<file path="src/ppi_consts.vh">
// Register offsets, field positions and reset values of the port interrupt block
`ifndef PPI_CONSTS_VH
`define PPI_CONSTS_VH

// Printed register indices (not all multiples of four)
`define PPI_IDX_P0_FLAGS    8'h89
`define PPI_IDX_P1_FLAGS    8'h8a
`define PPI_IDX_P2_FLAGS    8'h8b
`define PPI_IDX_CONTROL     8'h8c
`define PPI_IDX_P1_MASK     8'h8d
// Own registers for the interrupt status and mask
`define PPI_IDX_IRQ_STATUS  8'h90
`define PPI_IDX_IRQ_MASK    8'h91

// Address decode: index is byte address bits 9:2
`define PPI_ADDR_W          10
`define PPI_IDX_HI          9
`define PPI_IDX_LO          2

// Control register field positions
`define PPI_CTL_PAD_DRIVE   6
`define PPI_CTL_P2_EN       5
`define PPI_CTL_P0_HI_EN    4
`define PPI_CTL_P0_LO_EN    3
`define PPI_CTL_P2_EDGE     2
`define PPI_CTL_P1_EDGE     1
`define PPI_CTL_P0_EDGE     0
`define PPI_CTL_USED        8'h7f

// Port widths and reset values
`define PPI_P2_W            5
`define PPI_RST8            8'h00
`define PPI_RST5            5'h00
`define PPI_RST3            3'h0
`define PPI_RST7            7'h00
`define PPI_CTL_W           7

// Interrupt status layout: one bit per port
`define PPI_IRQ_W           3

// AXI responses
`define PPI_RESP_OKAY       2'b00
`define PPI_RESP_SLVERR     2'b10

`endif

</file>
<file path="src/ppi_port_irq.v">
// Edge-triggered interrupt logic for three general-purpose input ports
//
// Implementation choice: the AXI4-Lite register port.
`timescale 1ns/10ps
`include "ppi_consts.vh"

module ppi_port_irq (
  input  wire        ref_clk,
  input  wire        reset_n,
  // Port pins
  input  wire [7:0]  port0_in,
  input  wire [7:0]  port1_in,
  input  wire [4:0]  port2_in,
  output reg         pad_drive_select,
  output reg         port0_irq,
  output reg         port1_irq,
  output reg         port2_irq,
  output reg         irq,
  // AXI4-Lite slave
  input  wire [9:0]  s_axi_awaddr,
  input  wire        s_axi_awvalid,
  output reg         s_axi_awready,
  input  wire [31:0] s_axi_wdata,
  input  wire [3:0]  s_axi_wstrb,
  input  wire        s_axi_wvalid,
  output reg         s_axi_wready,
  output reg  [1:0]  s_axi_bresp,
  output reg         s_axi_bvalid,
  input  wire        s_axi_bready,
  input  wire [9:0]  s_axi_araddr,
  input  wire        s_axi_arvalid,
  output reg         s_axi_arready,
  output reg  [31:0] s_axi_rdata,
  output reg  [1:0]  s_axi_rresp,
  output reg         s_axi_rvalid,
  input  wire        s_axi_rready
);

  // Register index from a byte address
  // Byte lanes within a word are not decoded; the low address
  // bits are dropped, so any byte address in a word hits it
  function [7:0] reg_index;
    input [9:0] addr;
    begin
      reg_index = addr[`PPI_IDX_HI:`PPI_IDX_LO];
    end
  endfunction

  // Selected edge: rising when edge bit is zero, falling when one
  function [7:0] edge_hits;
    input [7:0] cur;
    input [7:0] prev;
    input       falling;
    begin
      if (falling) begin
        // High before, low now
        edge_hits = prev & ~cur;
      end else begin
        // Low before, high now
        edge_hits = cur & ~prev;
      end
    end
  endfunction

  // Flag update: hardware set wins over a software zero write
  function [7:0] flag_next;
    input [7:0] cur;
    input [7:0] set;
    input       wr;
    input [7:0] wval;
    begin
      if (wr) begin
        // A zero clears, a one keeps; new edges still land
        flag_next = (cur & wval) | set;
      end else begin
        // No write: flags only collect new edges
        flag_next = cur | set;
      end
    end
  endfunction

  // Two-stage synchronisers and edge history
  // Old sample keeps the last settled level for the edge compare
  reg  [7:0] p0_s1_q, p0_s2_q, p0_old_q;
  reg  [7:0] p1_s1_q, p1_s2_q, p1_old_q;
  reg  [4:0] p2_s1_q, p2_s2_q, p2_old_q;

  // Software-visible state
  reg  [7:0] p0_flags_q;               // Port 0 pending flags
  reg  [7:0] p1_flags_q;               // Port 1 pending flags
  reg  [4:0] p2_flags_q;               // Port 2 pending flags
  reg  [6:0] ctl_q;                    // Control, bit 7 absent
  reg  [7:0] p1_mask_q;                // Port 1 per-pin enable
  reg  [2:0] irq_stat_q;               // Sticky per-port events
  reg  [2:0] irq_mask_q;               // Mask for the irq output

  // Write channel holding registers
  reg        aw_have_q;
  reg  [9:0] aw_addr_q;
  reg        w_have_q;
  reg [31:0] w_data_q;
  reg  [3:0] w_strb_q;

  // Edge detection on synchronised pins
  // The select acts on the history compare, not on the pin, so
  // flipping it creates no edge by itself
  wire [7:0] p0_hit;
  wire [7:0] p1_hit;
  wire [7:0] p2_hit8;
  wire [4:0] p2_hit;
  assign p0_hit = edge_hits(p0_s2_q, p0_old_q,
                            ctl_q[`PPI_CTL_P0_EDGE]);
  assign p1_hit = edge_hits(p1_s2_q, p1_old_q,
                            ctl_q[`PPI_CTL_P1_EDGE]);
  assign p2_hit8 = edge_hits({`PPI_RST3, p2_s2_q},
                             {`PPI_RST3, p2_old_q},
                             ctl_q[`PPI_CTL_P2_EDGE]);
  assign p2_hit = p2_hit8[`PPI_P2_W-1:0];

  // Write commit happens once both halves are held and no reply waits
  // Holding the reply blocks a second commit, so a new write waits
  wire       wr_go;
  wire [7:0] wr_idx;
  wire       wr_lane0;
  wire [7:0] wr_byte;
  assign wr_go    = aw_have_q & w_have_q & ~s_axi_bvalid;
  assign wr_idx   = reg_index(aw_addr_q);
  assign wr_lane0 = wr_go & w_strb_q[0];
  assign wr_byte  = w_data_q[7:0];

  wire wr_p0   = wr_lane0 & (wr_idx == `PPI_IDX_P0_FLAGS);
  wire wr_p1   = wr_lane0 & (wr_idx == `PPI_IDX_P1_FLAGS);
  wire wr_p2   = wr_lane0 & (wr_idx == `PPI_IDX_P2_FLAGS);
  wire wr_ctl  = wr_lane0 & (wr_idx == `PPI_IDX_CONTROL);
  wire wr_p1m  = wr_lane0 & (wr_idx == `PPI_IDX_P1_MASK);
  wire wr_ist  = wr_lane0 & (wr_idx == `PPI_IDX_IRQ_STATUS);
  wire wr_imk  = wr_lane0 & (wr_idx == `PPI_IDX_IRQ_MASK);
  // Decode hit for the response code only
  wire wr_hit  = (wr_idx == `PPI_IDX_P0_FLAGS) |
                 (wr_idx == `PPI_IDX_P1_FLAGS) |
                 (wr_idx == `PPI_IDX_P2_FLAGS) |
                 (wr_idx == `PPI_IDX_CONTROL)  |
                 (wr_idx == `PPI_IDX_P1_MASK)  |
                 (wr_idx == `PPI_IDX_IRQ_STATUS) |
                 (wr_idx == `PPI_IDX_IRQ_MASK);

  // Next pending flags
  // Port 2 is worked at byte width; its top bits stay zero
  wire [7:0] p0_flags_d = flag_next(p0_flags_q, p0_hit,
                                    wr_p0, wr_byte);
  wire [7:0] p1_flags_d = flag_next(p1_flags_q, p1_hit,
                                    wr_p1, wr_byte);
  wire [7:0] p2_flags_w = flag_next({`PPI_RST3, p2_flags_q},
                                    {`PPI_RST3, p2_hit},
                                    wr_p2, wr_byte);
  wire [4:0] p2_flags_d = p2_flags_w[`PPI_P2_W-1:0];

  // Per-port requests from enabled flags
  // Port 1 uses its per-pin mask, ports 0 and 2 group enables
  wire p0_req_d = |(p0_flags_d[7:4] & {4{ctl_q[`PPI_CTL_P0_HI_EN]}})
                | |(p0_flags_d[3:0] & {4{ctl_q[`PPI_CTL_P0_LO_EN]}});
  wire p1_req_d = |(p1_flags_d & p1_mask_q);
  wire p2_req_d = |(p2_flags_d & {5{ctl_q[`PPI_CTL_P2_EN]}});

  // Sticky status: rising request sets, write one clears, set wins
  wire [2:0] irq_evt = {p2_req_d & ~port2_irq,
                        p1_req_d & ~port1_irq,
                        p0_req_d & ~port0_irq};
  wire [2:0] irq_clr = wr_ist ? wr_byte[`PPI_IRQ_W-1:0] : `PPI_RST3;
  wire [2:0] irq_stat_d = (irq_stat_q & ~irq_clr) | irq_evt;
  wire [2:0] irq_mask_d = wr_imk ? wr_byte[`PPI_IRQ_W-1:0] : irq_mask_q;

  // Pin synchronisers; first stage feeds only the second
  always @(posedge ref_clk or negedge reset_n) begin
    if (!reset_n) begin
      // Pins count as low until sampled
      p0_s1_q  <= `PPI_RST8;
      p0_s2_q  <= `PPI_RST8;
      p0_old_q <= `PPI_RST8;
      p1_s1_q  <= `PPI_RST8;
      p1_s2_q  <= `PPI_RST8;
      p1_old_q <= `PPI_RST8;
      p2_s1_q  <= `PPI_RST5;
      p2_s2_q  <= `PPI_RST5;
      p2_old_q <= `PPI_RST5;
    end else begin
      // Shift pins through two stages, then keep history
      p0_s1_q  <= port0_in;
      p0_s2_q  <= p0_s1_q;
      p0_old_q <= p0_s2_q;
      p1_s1_q  <= port1_in;
      p1_s2_q  <= p1_s1_q;
      p1_old_q <= p1_s2_q;
      p2_s1_q  <= port2_in;
      p2_s2_q  <= p2_s1_q;
      p2_old_q <= p2_s2_q;
    end
  end
  // Note: a pin high at reset release reads as a rising edge once,
  // because the history starts at zero; software clears it after init.

  // Flags, control, masks and interrupt outputs
  always @(posedge ref_clk or negedge reset_n) begin
    if (!reset_n) begin
      // All software state starts cleared
      p0_flags_q       <= `PPI_RST8;
      p1_flags_q       <= `PPI_RST8;
      p2_flags_q       <= `PPI_RST5;
      ctl_q            <= `PPI_RST7;
      p1_mask_q        <= `PPI_RST8;
      irq_stat_q       <= `PPI_RST3;
      irq_mask_q       <= `PPI_RST3;
      pad_drive_select <= 1'b0;
      port0_irq        <= 1'b0;
      port1_irq        <= 1'b0;
      port2_irq        <= 1'b0;
      irq              <= 1'b0;
    end else begin
      // Flags always follow the merged set and clear result
      p0_flags_q <= p0_flags_d;
      p1_flags_q <= p1_flags_d;
      p2_flags_q <= p2_flags_d;
      // Bit 7 is never stored
      if (wr_ctl) begin
        ctl_q <= wr_byte[`PPI_CTL_W-1:0];
      end
      if (wr_p1m) begin
        p1_mask_q <= wr_byte;
      end
      // Status and mask of the own interrupt registers
      irq_stat_q <= irq_stat_d;
      irq_mask_q <= irq_mask_d;
      // Drive select takes written control bit 6 on the same edge as ctl_q
      if (wr_ctl) begin
        pad_drive_select <= wr_byte[`PPI_CTL_PAD_DRIVE];
      end
      // Requests follow the next flag state, no extra lag
      port0_irq <= p0_req_d;
      port1_irq <= p1_req_d;
      port2_irq <= p2_req_d;
      irq       <= |(irq_stat_d & irq_mask_d);
    end
  end

  // AXI write: address and data taken in either order, one at a time
  // Only byte lane 0 carries register bits; other lanes are ignored
  always @(posedge ref_clk or negedge reset_n) begin
    if (!reset_n) begin
      // No transfer in flight after reset
      s_axi_awready <= 1'b0;
      s_axi_wready  <= 1'b0;
      s_axi_bvalid  <= 1'b0;
      s_axi_bresp   <= `PPI_RESP_OKAY;
      aw_have_q     <= 1'b0;
      w_have_q      <= 1'b0;
      aw_addr_q     <= 10'h000;
      w_data_q      <= 32'h0000_0000;
      w_strb_q      <= 4'h0;
    end else begin
      // Ready is a one-cycle pulse offered while the slot is empty
      s_axi_awready <= ~aw_have_q & s_axi_awvalid & ~s_axi_awready;
      s_axi_wready  <= ~w_have_q & s_axi_wvalid & ~s_axi_wready;
      if (s_axi_awvalid & s_axi_awready) begin
        // Address held until the data is also in
        aw_have_q <= 1'b1;
        aw_addr_q <= s_axi_awaddr;
      end
      if (s_axi_wvalid & s_axi_wready) begin
        // Data held until the address is also in
        w_have_q <= 1'b1;
        w_data_q <= s_axi_wdata;
        w_strb_q <= s_axi_wstrb;
      end
      // Commit and answer; unmapped address gets SLVERR
      if (wr_go) begin
        aw_have_q    <= 1'b0;
        w_have_q     <= 1'b0;
        s_axi_bvalid <= 1'b1;
        s_axi_bresp  <= wr_hit ? `PPI_RESP_OKAY : `PPI_RESP_SLVERR;
      end else if (s_axi_bvalid & s_axi_bready) begin
        // Master took the response
        s_axi_bvalid <= 1'b0;
      end
    end
  end

  // Read data mux; reserved bits read zero
  // Address is decoded live and never stored; only the mux result is captured, at the handshake
  reg [31:0] rd_word;
  reg        rd_hit;
  always @* begin
    rd_word = 32'h0000_0000;
    rd_hit  = 1'b1;
    case (reg_index(s_axi_araddr))
      `PPI_IDX_P0_FLAGS:   rd_word[7:0] = p0_flags_q;
      `PPI_IDX_P1_FLAGS:   rd_word[7:0] = p1_flags_q;
      `PPI_IDX_P2_FLAGS:   rd_word[4:0] = p2_flags_q;
      `PPI_IDX_CONTROL:    rd_word[`PPI_CTL_W-1:0] = ctl_q;
      `PPI_IDX_P1_MASK:    rd_word[7:0] = p1_mask_q;
      `PPI_IDX_IRQ_STATUS: rd_word[2:0] = irq_stat_q;
      `PPI_IDX_IRQ_MASK:   rd_word[2:0] = irq_mask_q;
      default:             rd_hit = 1'b0;
    endcase
  end

  // AXI read: arready pulse, data one cycle after, held until taken
  always @(posedge ref_clk or negedge reset_n) begin
    if (!reset_n) begin
      // Read side idle
      s_axi_arready <= 1'b0;
      s_axi_rvalid  <= 1'b0;
      s_axi_rdata   <= 32'h0000_0000;
      s_axi_rresp   <= `PPI_RESP_OKAY;
    end else begin
      // No new address while data still waits
      s_axi_arready <= s_axi_arvalid & ~s_axi_arready & ~s_axi_rvalid;
      if (s_axi_arvalid & s_axi_arready) begin
        // Capture data and response together
        s_axi_rvalid <= 1'b1;
        s_axi_rdata  <= rd_word;
        s_axi_rresp  <= rd_hit ? `PPI_RESP_OKAY : `PPI_RESP_SLVERR;
      end else if (s_axi_rvalid & s_axi_rready) begin
        // Master took the data
        s_axi_rvalid <= 1'b0;
      end
    end
  end

endmodule

</file>
<file path="config.mk">
export PLATFORM = sky130hd
export DESIGN_NAME = ppi_port_irq
export DESIGN_NICKNAME = d
export VERILOG_FILES = /design/src/ppi_port_irq.v
export VERILOG_INCLUDE_DIRS = /design/src /design/src/src
export SDC_FILE = /design/constraint.sdc
export NUM_CORES = 1
export LEC_CHECK = 0
export BUFFER_PORTS_ARGS = -buffer_cell sky130_fd_sc_hd__buf_4
export CAP_MARGIN = 20
export CORE_ASPECT_RATIO = 1.1
export CORE_MARGIN = 2
export CORE_UTILIZATION = 40
export CTS_BUF_LIST = sky130_fd_sc_hd__clkbuf_8
export DETAILED_ROUTE_END_ITERATION = 12
export PLACE_DENSITY = 0.71
export SLEW_MARGIN = 20
export SYNTH_ARGS = -nofsm -noshare
export SYNTH_HDL_FRONTEND = slang
export SYNTH_SLANG_ARGS = --single-unit
</file>
<file path="constraint.sdc">
create_clock -name ref_clk -period 2.38 [get_ports ref_clk]
set_input_delay 0.476 -clock ref_clk [delete_from_list [all_inputs] [get_ports ref_clk]]
set_output_delay 0.476 -clock ref_clk [all_outputs]
set_load 0.01 [all_outputs]
</file>
==> flow_summary_export.csv <==
group,metric,value,unit
logic_synthesis,synth_warnings,0,
global_routing,grt_pass1_vias,3991,
status,status,"finished, violations left",
setup_path,critPathMaxStageDelay,530,ps
layout,layout.nets,647,
worst_hold_path,hp-class,"in -> reg",
global_routing,grt_max_degree,53,
placement,io_buffer_count,72,
clock_network,worstSkewPairLatency,440,ps
global_routing,grt_pass1_wl,19100,µm
layout,layout-drive-gt1-share,32.1,%
placement,place.gp.congestion,0.883,
logic_synthesis,yosysSeqAreaShare,62.9,%
layout,synthToLayoutAreaGrowth,24.1,%
pwr,ir_drop,0.691,mV
layout,diodes,0,
logic_synthesis,synthArstFlopShare,100,%
clock_network,cts_root_buf,"clkbuf_8",
clock_network,cts_max_level,4,
pwr,p_leak,3.18,nW
sta,clock.fmax,413,MHz
sta,period_needed,2420,ps
setup_path,reg2reg_from,"aw_addr_q[7]",
drt,firstDrtPassIters,4,
drt,routed_via_density,5.09,
sta,setup_violations,1,
drt,drc,0,
sta,slew_viol_final,0,
floorplan,die_area,15200,µm²
logic_synthesis,synth_seq_cells,143,
setup_path,critPathRequiredTime,2690,ps
sta,clock_skew,10.1,ps
setup_path,slowest_stage,"or4_4",
setup_path,start_kind,"register",
floorplan,io_pins,130,
sta,worst_slew_pin_slew,581,ps
placement,pre_cts_ws,-108,ps
setup_path,crit_start,"aw_addr_q[7]",
worst_hold_path,hp-start,"port0_in[1]",
setup_path,r2r_slack,-40,ps
setup_path,worstPathMaxFanout,3,
setup_path,cp_cell_sequence,"nor3b_4, buf_4, nand3_2, or4_4, mux2i_2, inv_1, and3_1, a2111o_1",
pwr,total_power,6.31,mW
sta,fin_setup_tns,-39.3,ps
logic_synthesis,synth-edff-count,0,
sta,worst_slack,-39.3,ps
setup_path,worst_setup_path_end_kind,"register",
sta,grt_setup_unrepaired,"yes",
sta,whs,130,ps
floorplan,core_area,13900,µm²
global_routing,overflow,0,
logic_synthesis,syn_area,5690,µm²
setup_path,endpoint,"irq",
status,violations,"setup timing",
floorplan,die_h,129,µm
drt,num_vias,3891,
run,maxCapViolations,0,
logic_synthesis,synth_cell_types,54,
logic_synthesis,ys.flop_type,"dfrtp_1",
floorplan,num_rows,45,
setup_path,critPathKind,"reg -> reg",
sta,finalHoldViolCount,0,
drt,drtIter0Drc,254,
clock_network,cts_tree,"built",
clock_network,path_clk_slew,80,ps
drt,postRouteAntennaNets,0,
pwr,power_density,895,nW/µm²
logic_synthesis,syn_inst,453,
setup_path,r2r_cells,8,
drt,wirelength,11700,µm
placement,place_hpwl,8550,µm
logic_synthesis,syn_area_per_cell,12.6,µm²
floorplan,dieWidth,118,µm
sta,fin_crit_sh,102,%
floorplan,initial_utilization,41.0,%
global_routing,globalRouteTotalUtil,16.1,%
setup_path,regToRegEndpoint,"irq",
drt,wl_per_cell,15.4,µm
layout,fill_cells,1217,
clock_network,numCtsBuffers,17,
setup_path,arrival,2730,ps
clock_network,ctsLongestPathBuffers,2,
global_routing,antenna_found_initial,0,
clock_network,cts.sinks,143,
sta,timing.slew.headroom,61.3,%
final cells by class:
cell class | instances | area, µm² | area share (%)
multi-input combinational | 288 | 1960 | 27.8
clock inverter | 13 | 184 | 2.61
inverter | 12 | 45.0 | 0.639
sequential | 143 | 3580 | 50.7
tap | 188 | 235 | 3.34
timing repair buffer | 101 | 790 | 11.2
clock buffer | 19 | 262 | 3.71
per-layer routing:
metal / GRT usage (%) / share of wire, % / wire [µm]
met5: 0 / 0 / 0
met2: 26.5 / 49 / 5700
met3: 5.02 / 6.3 / 741
met1: 19.6 / 43 / 4990
met4: 7.37 / 2.5 / 295
synthesized netlist by cell type (4+ instances only):
| cell type | count | area (µm²) |
|---|---|---|
| dfrtp_1 | 143 | 3580 |
| nand2_1 | 39 | 146 |
| mux2_2 | 35 | 394 |
| o21ai_0 | 31 | 155 |
| nor2_1 | 27 | 101 |
| buf_4 | 26 | 195 |
| mux2i_1 | 14 | 140 |
| inv_1 | 12 | 45.0 |
| o211ai_1 | 10 | 75.1 |
| nor3b_1 | 9 | 67.6 |
| nand3_1 | 7 | 35.0 |
| a21oi_1 | 6 | 30.0 |
| nand3b_1 | 6 | 45.0 |
| a211oi_1 | 5 | 37.5 |
| a221o_1 | 5 | 50.1 |
| clkbuf_1 | 5 | 18.8 |
| a22oi_1 | 4 | 30.0 |
| and2_1 | 4 | 25.0 |
| and3b_1 | 4 | 35.0 |
| nand2b_1 | 4 | 25.0 |
| nand4_1 | 4 | 25.0 |
| nor2b_1 | 4 | 25.0 |
| o22ai_1 | 4 | 25.0 |
worst min path at each step:
stage / end / cells after the start
2_1_floorplan: aw_addr_q[2] / 0
3_3_place_gp: p0_s2_q[1] / 0
3_5_place_dp: p0_s2_q[3] / 0
4_1_cts: p0_s1_q[1] / 1
5_1_grt: p0_s1_q[0] / 1
6_report: p0_s1_q[1] / 1
stage by stage:
step	instances	instance area, µm²	util (%)
4_1_cts	764	7020	50.7
5_1_grt	764	7050	50.9
6_report	764	7050	50.9
3_5_place_dp	729	6550	47.3
2_1_floorplan	478	5780	-
3_3_place_gp	729	6550	47.3
cells by family (layout without fill, tap and decap cells):
group                  after synthesis  in the layout  synth area share [%]
AO/OA/AOI/OAI                       85             85                  10.2
buffers and inverters               47            145                  4.86
flip-flops                         143            143                  62.9
multiplexers                        49             49                  9.40
other                                1             26                0.0660
AND/OR/NAND/NOR                    128            128                  12.5
flip-flops by register name, indices dropped and copies added (netlist names), 6 cells and up:
name	cells
p1_s1_q	8
p1_s2_q	8
s_axi_rdata	8
w_data_q	8
p1_mask_q	8
aw_addr_q	8
p0_s2_q	8
p0_flags_q	8
p0_old_q	8
p1_old_q	8
p1_flags_q	8
p0_s1_q	8
ctl_q	6
worst max-delay path, delay by kind of cell (launching register included):
family / cells / cell delay [ps]
multiplexers: 1 / 220
AND/OR/NAND/NOR: 4 / 1020
flip-flops: 1 / 410
buffers and inverters: 2 / 240
AO/OA/AOI/OAI: 1 / 400
repair_timing:
| item | in CTS | in global routing |
|---|---|---|
| resized for setup | 2 | 7 |
| buffers inserted | 2 | 0 |
| pin swaps | 4 | 5 |
| hold buffers | 1 | 0 |
| endpoints found under the hold margin | 46 | 0 |
| setup endpoints to repair | 1 | 2 |
cell usage in the layout (no fill, tap or decap), types with 3 or more instances in the layout:
cell type and n:
a211oi_1 4, a21boi_0 3, a21o_1 3, a21oi_1 6, a221o_1 5, a22oi_1 3, and2_1 4, and3b_1 3
buf_4 97, bufinv_16 4, clkbuf_8 19, conb_1 26, dfrtp_1 143, inv_1 13, inv_6 3, mux2_2 35
mux2i_1 13, nand2_1 39, nand2b_1 4, nand3_1 7, nand3b_1 6, nand4_1 4, nor2_1 27, nor2b_1 4
nor3b_1 9, o211ai_1 10, o21ai_0 29, o22ai_1 4, or3b_2 3
power breakdown:
group	total [mW]	internal, mW	switching (mW)
Combinational	1.18	0.649	0.534
Clock	2.10	1.20	0.900
Sequential	3.03	2.74	0.288
No activity file was read; power rests on OpenSTA's default activity.
